`src/inc/ups_regs.vh`:
```
`ifndef UPS_REGS_VH
`define UPS_REGS_VH

// register offsets
`define UPS_CTRL_OFS      4'h0
`define UPS_STATUS_OFS    4'h4

// control fields
`define UPS_CTRL_DISK_BIT 0
`define UPS_CTRL_SPOF_BIT 1
`define UPS_CTRL_RESET    32'h00000001

// status fields
`define UPS_ST_PWR_BIT    0
`define UPS_ST_ALARM_BIT  1
`define UPS_ST_MAJOR_BIT  2
`define UPS_ST_PWRA_BIT   3
`define UPS_ST_RSCAN_BIT  4
`define UPS_ST_SSCAN_BIT  5
`define UPS_ST_REQ_BIT    6
`define UPS_ST_OOS_BIT    7
`define UPS_ST_PEND_BIT   8
`define UPS_ST_LV_BIT     9
`define UPS_ST_FAN_BIT    10

// bus answers
`define UPS_RESP_OKAY     2'h0
`define UPS_RESP_SLVERR   2'h2

// timing
`define UPS_CLK_KHZ       40000
`define UPS_DEBOUNCE_MS   10
`define UPS_DEBOUNCE_CYC  20'h61A80 // 10 ms at 40 MHz, sized for the counter

`endif

```
`src/ups_switch.v`:
```
// Chosen here: register access over AXI4-Lite and the register offsets.
`timescale 1ns/1ps
`include "ups_regs.vh"

// Summary of operation
// - off plus manual override together removes power in any service state.
// - off alone is ignored while the unit is in service.
// - power-off lamp lit whenever power is removed.
// - on control applies power and puts the power-off lamp out.
// - alarm cutoff/test retires the power alarm and lights all lamps.
// - alarm lamp lit while a power alarm is in effect and while alarm cutoff/test is held.
// - scan and alarm points are contacts, closed means one.
// - request scan shows remove/restore requests; status scan shows power and fault.
// - system power-down closes major contact until alarm cutoff pressed.
// - power on with low-voltage fault closes major and power alarm; major ends on cutoff/clear.
// - points read 0000, 1000, 1100, 1110 for the four service conditions.
// - powering up with fault reads 0111 major, 0101 minor.
// - disk package mode alarms when a supply output voltage drops.
// - disk package mode alarms when the cooling fan sensor reports failure.
// - low-voltage alarm turns unit power off.
// - fan alarm turns power off only while out of service.
// - alarms shown on faceplate lamps and forwarded to office alarm contacts.
module ups_switch #(
	parameter        CW     = 20,
	parameter [19:0] DB_CYC = `UPS_DEBOUNCE_CYC
) (
	input  wire        aclk,                    // 40 MHz clock
	input  wire        aresetn,                 // sync reset, low
	input  wire [3:0]  s_axi_awaddr,            // write address
	input  wire        s_axi_awvalid,           // write address valid
	output reg         s_axi_awready,           // write address ready
	input  wire [31:0] s_axi_wdata,             // write data
	input  wire [3:0]  s_axi_wstrb,             // byte enables
	input  wire        s_axi_wvalid,            // write data valid
	output reg         s_axi_wready,            // write data ready
	output reg  [1:0]  s_axi_bresp,             // write response
	output reg         s_axi_bvalid,            // write response valid
	input  wire        s_axi_bready,            // write response ready
	input  wire [3:0]  s_axi_araddr,            // read address
	input  wire        s_axi_arvalid,           // read address valid
	output reg         s_axi_arready,           // read address ready
	output reg  [31:0] s_axi_rdata,             // read data
	output reg  [1:0]  s_axi_rresp,             // read response
	output reg         s_axi_rvalid,            // read data valid
	input  wire        s_axi_rready,            // read data ready
	input  wire        on_switch,               // momentary on
	input  wire        off_switch,              // momentary off
	input  wire        manual_override_switch,  // emergency override
	input  wire        remove_request,          // remove/restore rocker
	input  wire        alarm_cutoff_test_switch, // cutoff and lamp test
	input  wire        request_pending_point,   // system distributor point
	input  wire        out_of_service_point,    // system distributor point
	input  wire        supply_low,              // supply output dropped
	input  wire        fan_fail,                // fan sensor failure
	output reg         power_enable,            // unit power applied
	output reg         off_lamp,                // power-off lamp
	output reg         alarm_lamp,              // alarm lamp
	output reg         oos_lamp,                // out-of-service lamp
	output reg         pending_lamp,            // request pending lamp
	output reg         request_lamp,            // remove request lamp
	output reg         request_scan_point,      // contact, 1 closed
	output reg         status_scan_point,       // contact, 1 closed
	output reg         major_alarm_contact,     // contact, 1 closed
	output reg         power_alarm_contact      // contact, 1 closed
);

	localparam [31:0] CTRL_RST = `UPS_CTRL_RESET;
	wire [8:0] pins;
	reg  [8:0] sync1, sync2;
	wire [4:0] deb;
	reg  [4:0] deb_d;
	wire [4:0] press;
	reg        pend_d, disk_mode, spof_req, req_hold;
	reg        alarm_act, major_sys, major_flt;
	reg        lv_alarm, fan_alarm;
	reg        aw_hold, w_hold;
	reg [3:0]  aw_addr, w_strb;
	reg [31:0] w_data;
	wire       fault, oos, pend, aco, go_off;
	wire [31:0] status_word;

	assign pins = {fan_fail, supply_low, out_of_service_point,
		request_pending_point, alarm_cutoff_test_switch, remove_request,
		manual_override_switch, off_switch, on_switch};

	// two-stage synchronisers for every pin
	always @(posedge aclk)
	begin
		if (!aresetn)
		begin
			sync1 <= 9'h000;
			sync2 <= 9'h000;
		end
		else
		begin
			sync1 <= pins;
			sync2 <= sync1;
		end
	end

	// per-control debounce: level must hold DB_CYC cycles
	genvar i;
	generate
		for (i = 0; i < 5; i = i + 1)
		begin : g_deb
			reg [CW-1:0] cnt;
			reg          lvl;
			always @(posedge aclk)
			begin
				if (!aresetn)
				begin
					cnt <= {CW{1'b0}};
					lvl <= 1'b0;
				end
				else if (sync2[i] == lvl)
					cnt <= {CW{1'b0}};
				else if (cnt == DB_CYC - 20'h00001)
				begin
					cnt <= {CW{1'b0}};
					lvl <= sync2[i];
				end
				else
					cnt <= cnt + {{(CW-1){1'b0}}, 1'b1};
			end
			assign deb[i] = lvl;
		end
	endgenerate

	// one pulse per debounced press
	always @(posedge aclk)
	begin
		if (!aresetn)
			deb_d <= 5'h00;
		else
			deb_d <= deb;
	end
	assign press = deb & ~deb_d;

	assign oos   = sync2[6];
	assign pend  = sync2[5];
	assign aco   = deb[4];
	assign fault = lv_alarm | fan_alarm;
	assign go_off = (press[1] & deb[2])
		| (press[1] & oos)
		| spof_req
		| lv_alarm
		| (fan_alarm & oos);

	// disk package alarms latch until retired
	always @(posedge aclk)
	begin
		if (!aresetn)
		begin
			lv_alarm  <= 1'b0;
			fan_alarm <= 1'b0;
		end
		else
		begin
			if (disk_mode & sync2[7])
				lv_alarm <= 1'b1;
			else if (press[4])
				lv_alarm <= 1'b0;
			if (disk_mode & sync2[8])
				fan_alarm <= 1'b1;
			else if (press[4])
				fan_alarm <= 1'b0;
		end
	end

	// power state and alarm flags
	always @(posedge aclk)
	begin
		if (!aresetn)
		begin
			power_enable <= 1'b0;
			alarm_act    <= 1'b0;
			major_sys    <= 1'b0;
			major_flt    <= 1'b0;
			req_hold     <= 1'b0;
			pend_d       <= 1'b0;
		end
		else
		begin
			pend_d <= pend;
			if (go_off)
				power_enable <= 1'b0;
			else if (press[0])
				power_enable <= 1'b1;
			// a newly latched alarm sets, and wins over cutoff
			if (disk_mode & ((sync2[7] & ~lv_alarm) | (sync2[8] & ~fan_alarm)))
				alarm_act <= 1'b1;
			else if (press[4])
				alarm_act <= 1'b0;
			if (spof_req & power_enable)
				major_sys <= 1'b1;
			else if (press[4])
				major_sys <= 1'b0;
			if (power_enable & lv_alarm)
				major_flt <= 1'b1;
			else if (press[4] | ~fault)
				major_flt <= 1'b0;
			// request held until system finishes
			if (press[3])
				req_hold <= 1'b1;
			else if (pend_d & ~pend)
				req_hold <= 1'b0;
		end
	end

	// faceplate lamps and office contacts
	always @(posedge aclk)
	begin
		if (!aresetn)
		begin
			off_lamp            <= 1'b1;
			alarm_lamp          <= 1'b0;
			oos_lamp            <= 1'b0;
			pending_lamp        <= 1'b0;
			request_lamp        <= 1'b0;
			request_scan_point  <= 1'b1;
			status_scan_point   <= 1'b1;
			major_alarm_contact <= 1'b0;
			power_alarm_contact <= 1'b0;
		end
		else
		begin
			off_lamp     <= ~power_enable | aco;
			alarm_lamp   <= alarm_act | aco;
			oos_lamp     <= oos | aco;
			pending_lamp <= pend | aco;
			request_lamp <= req_hold | aco;
			request_scan_point <= req_hold
				| (~power_enable & ~fault);
			status_scan_point  <= ~power_enable | fault;
			major_alarm_contact <= major_sys | major_flt;
			power_alarm_contact <= fault & alarm_act;
		end
	end

	assign status_word = {21'h000000, fan_alarm, lv_alarm, pend, oos,
		req_hold, status_scan_point, request_scan_point,
		power_alarm_contact, major_alarm_contact, alarm_act,
		power_enable};

	// write channel: address and data taken in any order
	always @(posedge aclk)
	begin
		if (!aresetn)
		begin
			s_axi_awready <= 1'b0;
			s_axi_wready  <= 1'b0;
			s_axi_bvalid  <= 1'b0;
			s_axi_bresp   <= `UPS_RESP_OKAY;
			aw_hold       <= 1'b0;
			w_hold        <= 1'b0;
			aw_addr       <= 4'h0;
			w_data        <= 32'h00000000;
			w_strb        <= 4'h0;
			disk_mode     <= CTRL_RST[`UPS_CTRL_DISK_BIT];
			spof_req      <= 1'b0;
		end
		else
		begin
			spof_req      <= 1'b0;
			s_axi_awready <= 1'b0;
			s_axi_wready  <= 1'b0;
			if (s_axi_awvalid & ~aw_hold & ~s_axi_awready)
			begin
				s_axi_awready <= 1'b1;
				aw_hold       <= 1'b1;
				aw_addr       <= s_axi_awaddr;
			end
			if (s_axi_wvalid & ~w_hold & ~s_axi_wready)
			begin
				s_axi_wready <= 1'b1;
				w_hold       <= 1'b1;
				w_data       <= s_axi_wdata;
				w_strb       <= s_axi_wstrb;
			end
			if (aw_hold & w_hold & ~s_axi_bvalid)
			begin
				aw_hold      <= 1'b0;
				w_hold       <= 1'b0;
				s_axi_bvalid <= 1'b1;
				s_axi_bresp  <= `UPS_RESP_OKAY;
				if (aw_addr == `UPS_CTRL_OFS)
				begin
					if (w_strb[0])
					begin
						disk_mode <= w_data[`UPS_CTRL_DISK_BIT];
						spof_req <= w_data[`UPS_CTRL_SPOF_BIT];
					end
				end
				else if (aw_addr != `UPS_STATUS_OFS)
					s_axi_bresp <= `UPS_RESP_SLVERR;
			end
			else if (s_axi_bvalid & s_axi_bready)
				s_axi_bvalid <= 1'b0;
		end
	end

	// read channel
	always @(posedge aclk)
	begin
		if (!aresetn)
		begin
			s_axi_arready <= 1'b0;
			s_axi_rvalid  <= 1'b0;
			s_axi_rdata   <= 32'h00000000;
			s_axi_rresp   <= `UPS_RESP_OKAY;
		end
		else
		begin
			s_axi_arready <= 1'b0;
			if (s_axi_arvalid & ~s_axi_rvalid & ~s_axi_arready)
			begin
				s_axi_arready <= 1'b1;
				s_axi_rvalid  <= 1'b1;
				s_axi_rresp   <= `UPS_RESP_OKAY;
				if (s_axi_araddr == `UPS_CTRL_OFS)
					s_axi_rdata <= {31'h00000000, disk_mode};
				else if (s_axi_araddr == `UPS_STATUS_OFS)
					s_axi_rdata <= status_word;
				else
				begin
					s_axi_rdata <= 32'h00000000;
					s_axi_rresp <= `UPS_RESP_SLVERR;
				end
			end
			else if (s_axi_rvalid & s_axi_rready)
				s_axi_rvalid <= 1'b0;
		end
	end
endmodule

```
`config.mk`:
```
export PLATFORM = sky130hd
export DESIGN_NAME = ups_switch
export DESIGN_NICKNAME = d
export VERILOG_FILES = /design/src/ups_switch.v
export VERILOG_INCLUDE_DIRS = /design/src /design/src/inc
export SDC_FILE = /design/constraint.sdc
export NUM_CORES = 1
export LEC_CHECK = 0
export BUFFER_PORTS_ARGS = -buffer_cell sky130_fd_sc_hd__buf_2
export CAP_MARGIN = 20
export CORE_UTILIZATION = 51
export DETAILED_ROUTE_END_ITERATION = 8
export HOLD_SLACK_MARGIN = 0.1
export PLACE_DENSITY = 0.77
export SKIP_CTS_REPAIR_TIMING = 1
export SYNTH_ARGS = -nofsm -noshare
export SYNTH_HDL_FRONTEND = slang
export SYNTH_SLANG_ARGS = --single-unit
```
`constraint.sdc`:
```
create_clock -name aclk -period 2 [get_ports aclk]
set_input_delay 0.4 -clock aclk [delete_from_list [all_inputs] [get_ports aclk]]
set_output_delay 0.4 -clock aclk [all_outputs]
set_load 0.01 [all_outputs]
```
### After elaboration in Yosys (flattened, before gate mapping)

Index checks and enable logic that the tools add are counted.

| word-level totals | value |
|---|---|
| register bits | 197 |
| bits in latches | 0 |
| RAM bits | 0 |
| bits in read-only memories | 0 |
| input port bits | 60 |
| output and inout port bits | 51 |
| logic and storage cells | 166 |
| memories | 0 |

| operators by class | value |
|---|---|
| add/sub/neg operators | 5 |
| $mul | 0 |
| div/mod/pow operators | 0 |
| magnitude comparators | 0 |
| equal/unequal tests | 12 |
| shift-type cells | 0 |
| mux-type cells | 22 |
| bitwise operators | 58 |
| reduce and logical (&&, ||, !) cells | 24 |

Operators with widths:

| kind | number |
|---|---|
| 20-bit by 1-bit adder with 20-bit output (second input constant) | 5 |
| 20-bit by 19-bit equality test with 1-bit output (second input constant) | 5 |
| 1-bit bitwise AND | 23 |
| 11-bit 2-to-1 mux | 2 |
| 1-bit NOT | 18 |
| 1-bit 2-to-1 mux | 16 |
| 2-bit nonzero test | 8 |
| 1-bit OR | 15 |
| 3-bit OR reduction | 5 |
| 2-bit AND reduction | 5 |
| 4-bit zero test | 2 |
| 2-bit 2-to-1 mux | 4 |
| 5-bit bitwise AND | 1 |
| 1-bit equality test | 5 |
| 5-bit NOT | 1 |
| 4-bit by 3-bit equality test with 1-bit output (second input constant) | 1 |
| 4-bit by 3-bit != test with 1-bit output (second input constant) | 1 |
| 4-bit AND reduction | 1 |
| 2-bit OR reduction | 2 |
| 3-bit AND reduction | 1 |

### Depth between registers and ports, before layout

| depth | value |
|---|---|
| depth in word-level cells | 8 |
| mapped depth | 7 |
| depth with buffers taken out | 5 |

### Least setup slack after synthesis

Ideal clock, no wire load.

| timing path | value |
|---|---|
| path type | register -> register |
| start | register g_deb[1].cnt[0] |
| end | register g_deb[1].cnt[15] |
| setup time | 0.115 ns |
| arrival | 1.856 ns |
| data required time | 1.885 ns |
| path slack | 0.030 ns |
| cell stages (with the launch flop) | 7 |
| path buffers | 1 |
| clock period less this slack | 1.970 ns |
| path through | dfxtp_1 ha_1 nand4_1 or4_4 o21bai_4 buf_4 nor2_1 |

| on the way | value |
|---|---|
| longest elaborated chain between the ends | 2 |
| elaborated cells between the ends (all ways) | 3 |
| those cells by class | add/sub: 1; eq/ne: 1; reduce/logical: 1 |

RTL lines:

| element | line | text |
|---|---|---|
| from (decl) | ups_switch.v:106 | `reg [CW-1:0] cnt;` |
| from (signal assigned) | ups_switch.v:112 | `cnt <= {CW{1'b0}};` |
| from (signal assigned) | ups_switch.v:116 | `cnt <= {CW{1'b0}};` |
| from (signal assigned) | ups_switch.v:119 | `cnt <= {CW{1'b0}};` |
| branches (longest 2 deep; another with 20-bit by 1-bit adder with 20-bit output) | -- |  |

Parallel ways; which one is timed is not known.
A chain may end at the register's enable or synchronous reset.

### Worst setup path in the final report

| timing path | value |
|---|---|
| start | register g_deb[2].cnt[8] |
| end | register g_deb[2].cnt[4] |

| on the way | value |
|---|---|
| longest elaborated chain between the ends | 2 |

RTL lines:

| element | line | text |
|---|---|---|
| from (decl) | ups_switch.v:106 |  |
| from (signal assigned) | ups_switch.v:112 |  |
| from (signal assigned) | ups_switch.v:116 |  |
| from (signal assigned) | ups_switch.v:119 |  |
| 20-bit by 19-bit equality test with 1-bit output | ups_switch.v:117 | `else if (cnt == DB_CYC - 20'h00001)` |
| 3-bit OR reduction (no source line) | -- |  |

No other way between the ends.

==> metrics.md <==
| Metric | Value |
|---|---|
| Worst slack at placement | 0.0219 ns |
| Crit path DAT | 2.36 ns |
| Area delta synth->final | 18.4% |
| Clk Latency, worst-skew pair | 0.42 ns |
| Final Hold Viols | 0 |
| Period Utilization, post-route | 103% |
| Async set-reset flop share out of synthesis | 0% |
| Combinational group share of total power | 3.4% |
| Die area | 14300 um^2 |
| NumNets Final | 942 |
| Leakage | 3.03 nW |
| Clock Sink Count | 173 |
| CTS tree | yes |
| Sw power | 1.55 mW |
| DR vias | 5580 |
| Crit-path max FO | 5 |
| Synth top area share | 49.1% |
| Final WL | 13900 um |
| Drt drc | 0 |
| EDFF count, synth | 0 |
| Hold WC Path Type | in2reg |
| Most common cell in the netlist | dfxtp_1 |
| Critical Path Slowest Stage Cell | or4_4 |
| Max_cap viols | 0 |
| Chip height | 120 um |
| Pins Over Slew Limit | 0 |
| Sequential Power Share | 50.5% |
| Final setup fails | 20 |
| Critical Path Max Stage Delay | 0.54 ns |
| Largest net degree at the start of global routing | 25 |
| Final worst slack | -0.0516 ns |
| CP required | 2.31 ns |
| DRT Pass-1 Iters | 5 |
| Cell Area, Synth | 7050 um^2 |
| Setup Crit Path Kind | reg2reg |
| Initial DRC Count | 396 |
| Boundary Pins | 111 |
| Final HPWL DP | 9470 um |
| Netlist cell types | 48 |
| Peak VDD IR | 0.000781 V |
| Max H-tree Level | 4 |
| Total grt overflow | 0 |
| Initial antenna violation count | 0 |
| Clock transition at path regs | 0.07 ns |
| Clock power frac | 46.1% |
| Cells after Synth | 779 |
| CORE AREA | 13300 um^2 |
| Antenna-violating nets left | 0 |
| Critical Path, Cell by Cell | or4_1 -> or4_4 -> o211ai_1 -> buf_4 -> buf_2 -> nor2_1 |
| Sequential-to-total area share from yosys stat | 49.1% |
| Die X | 120 um |
| Synth Register Bits | 173 |
| Total Routing Usage GR | 20.3% |
| IO buf count | 54 |
| Critical path buffer and inverter count | 2 |
| Vias in the first global route | 5329 |
| Worst path top cell family by delay | simple AND/OR/NAND/NOR gates |
| Clock Path Buffers | 2 |
| Failing checks | negative setup slack |
| Maximum clock rate | 0.487 GHz |
| CTS Buf Count | 17 |
| CTS root buf | clkbuf_16 |
| Pwr Density | 838 nW/um^2 |
| Dominant synthesized flop cell | dfxtp_1 |
| Core Rows | 42 |
| Share of layout cells above drive strength 1 | 17.1% |
| P_int | 5.44 mW |
| GPL Wtd Cong | 0.824 |
| Status | finished, violations left |
| Worst setup EP type | flip-flop |
| Via density | 5.23 |
| Post-synth top cells | 173 x dfxtp_1, 122 x nor2_1, 43 x xnor2_1, 42 x nand3_1, 34 x a21oi_1 |
| Drt wl/cell | 13.0 um |
| Synth Area per Inst | 9.05 um^2 |
| Post-layout min period | 2.05 ns |
| Total Power | 6.99 mW |
| Ys Warns | 0 |
| Top cells by area, synth | dfxtp_1 49%, nor2_1 6.5%, xnor2_1 5.3%, xor2_1 3.4%, nand3_1 3.0% |
| Initial Utilization | 52.8% |
| Critical Path Start Type | flip-flop |
| Final Skew | 0.00697 ns |
| First-pass GRT wire length | 23600 um |
| Switching Fraction | 22.1% |
| Post-synth top area cell | dfxtp_1 |
| ANT cells | 0 |
| Unrepaired setup endpoints after global routing | true |
-- cells in the final DEF (no fill, tap or decap), drive strengths merged, types with 6 or more instances in the layout --
cell / Yosys / layout
buf: 28 / 100
conb: 1 / 23
inv: 33 / 38
nand3: 42 / 42
and2: 26 / 26
nor4: 13 / 13
xnor2: 43 / 43
nor2: 122 / 122
a22oi: 14 / 14
o21ai: 18 / 18
clkbuf: 15 / 20
and4: 6 / 6
or3: 22 / 22
clkinv: 0 / 6
xor2: 27 / 27
dfxtp: 173 / 173
a21oi: 34 / 34
nand2: 31 / 31
nor3: 15 / 15
nand4: 21 / 21
mux2i: 8 / 8
and3: 12 / 12
o31ai: 8 / 8
or4: 20 / 20
o21a: 6 / 6
-- worst paths after layout --
path,depth (start not counted),slack (ns),start,end
hold / removal,2,0.19,alarm_cutoff_test_switch,sync1[4]
hold reg to reg,1,0.43,sync1[5],sync2[5]
setup reg to reg,6,-0.05,g_deb[2].cnt[8],g_deb[2].cnt[4]
setup / recovery,6,-0.05,g_deb[2].cnt[8],g_deb[2].cnt[4]
-- worst register-to-register path, cell delays in order, from the launching register on --
cell      delay, ns
dfxtp_1        0.31
or4_1          0.51
or4_4          0.54
o211ai_1       0.20
buf_4          0.17
buf_2          0.16
nor2_1         0.06
-- area by class of cell --
class	count	area [um^2]
clock buffers	20	467
clock inverters	12	125
fillers	1106	5000
inverters	33	124
multi-input cells	552	3300
flip-flops and latches	173	3470
well taps	176	220
repair buffers	100	636
-- flip-flops by register name, summed over array words and instances, names as in the netlist, 2 cells and up --
signal	flops
aw_addr	4
deb_d	4
g_deb.cnt	100
g_deb.lvl	4
s_axi_rdata	11
sync1	9
sync2	9
w_data	2
-- per-stage QoR --
step	cells	hold WS [ns]	utilization (%)	setup TNS, ns	instance area [um^2]
after floorplan	801	0.409	-	0	7130
after global placement	1029	0.415	57.7	0	7700
after detailed placement	1029	0.419	57.7	0	7700
after CTS	1061	0.174	62.1	0	8290
after global routing	1066	0.188	62.5	-1.28	8340
final	1066	0.186	62.5	-0.514	8340
-- power by group through the flow --
stage	clock network [mW]	registers [mW]	logic (mW)
2_1_floorplan	0	3.61	0.172
3_3_place_gp	0	3.60	0.234
3_5_place_dp	0	3.61	0.239
4_1_cts	3.29	3.53	0.240
5_1_grt	3.45	3.53	0.269
6_report	3.22	3.53	0.241
-- cells by family after synthesis --
kind of cell / synth area share, %
muxes: 1.30
DFF: 49.1
buffers and inverters: 5.41
and+or+nand+nor: 26.3
adders and majority gates: 0.887
AOI/OAI and AO/OA: 8.27
other: 0.0532
xor gates and xnor gates: 8.70
-- metal layers --
layer	GRT usage, %	part of all wire (%)
met4	6.64	0.96
met1	25.8	47
met3	4.56	3.4
met2	34.0	48
met5	0	0
No activity file was read; power rests on OpenSTA's default activity.
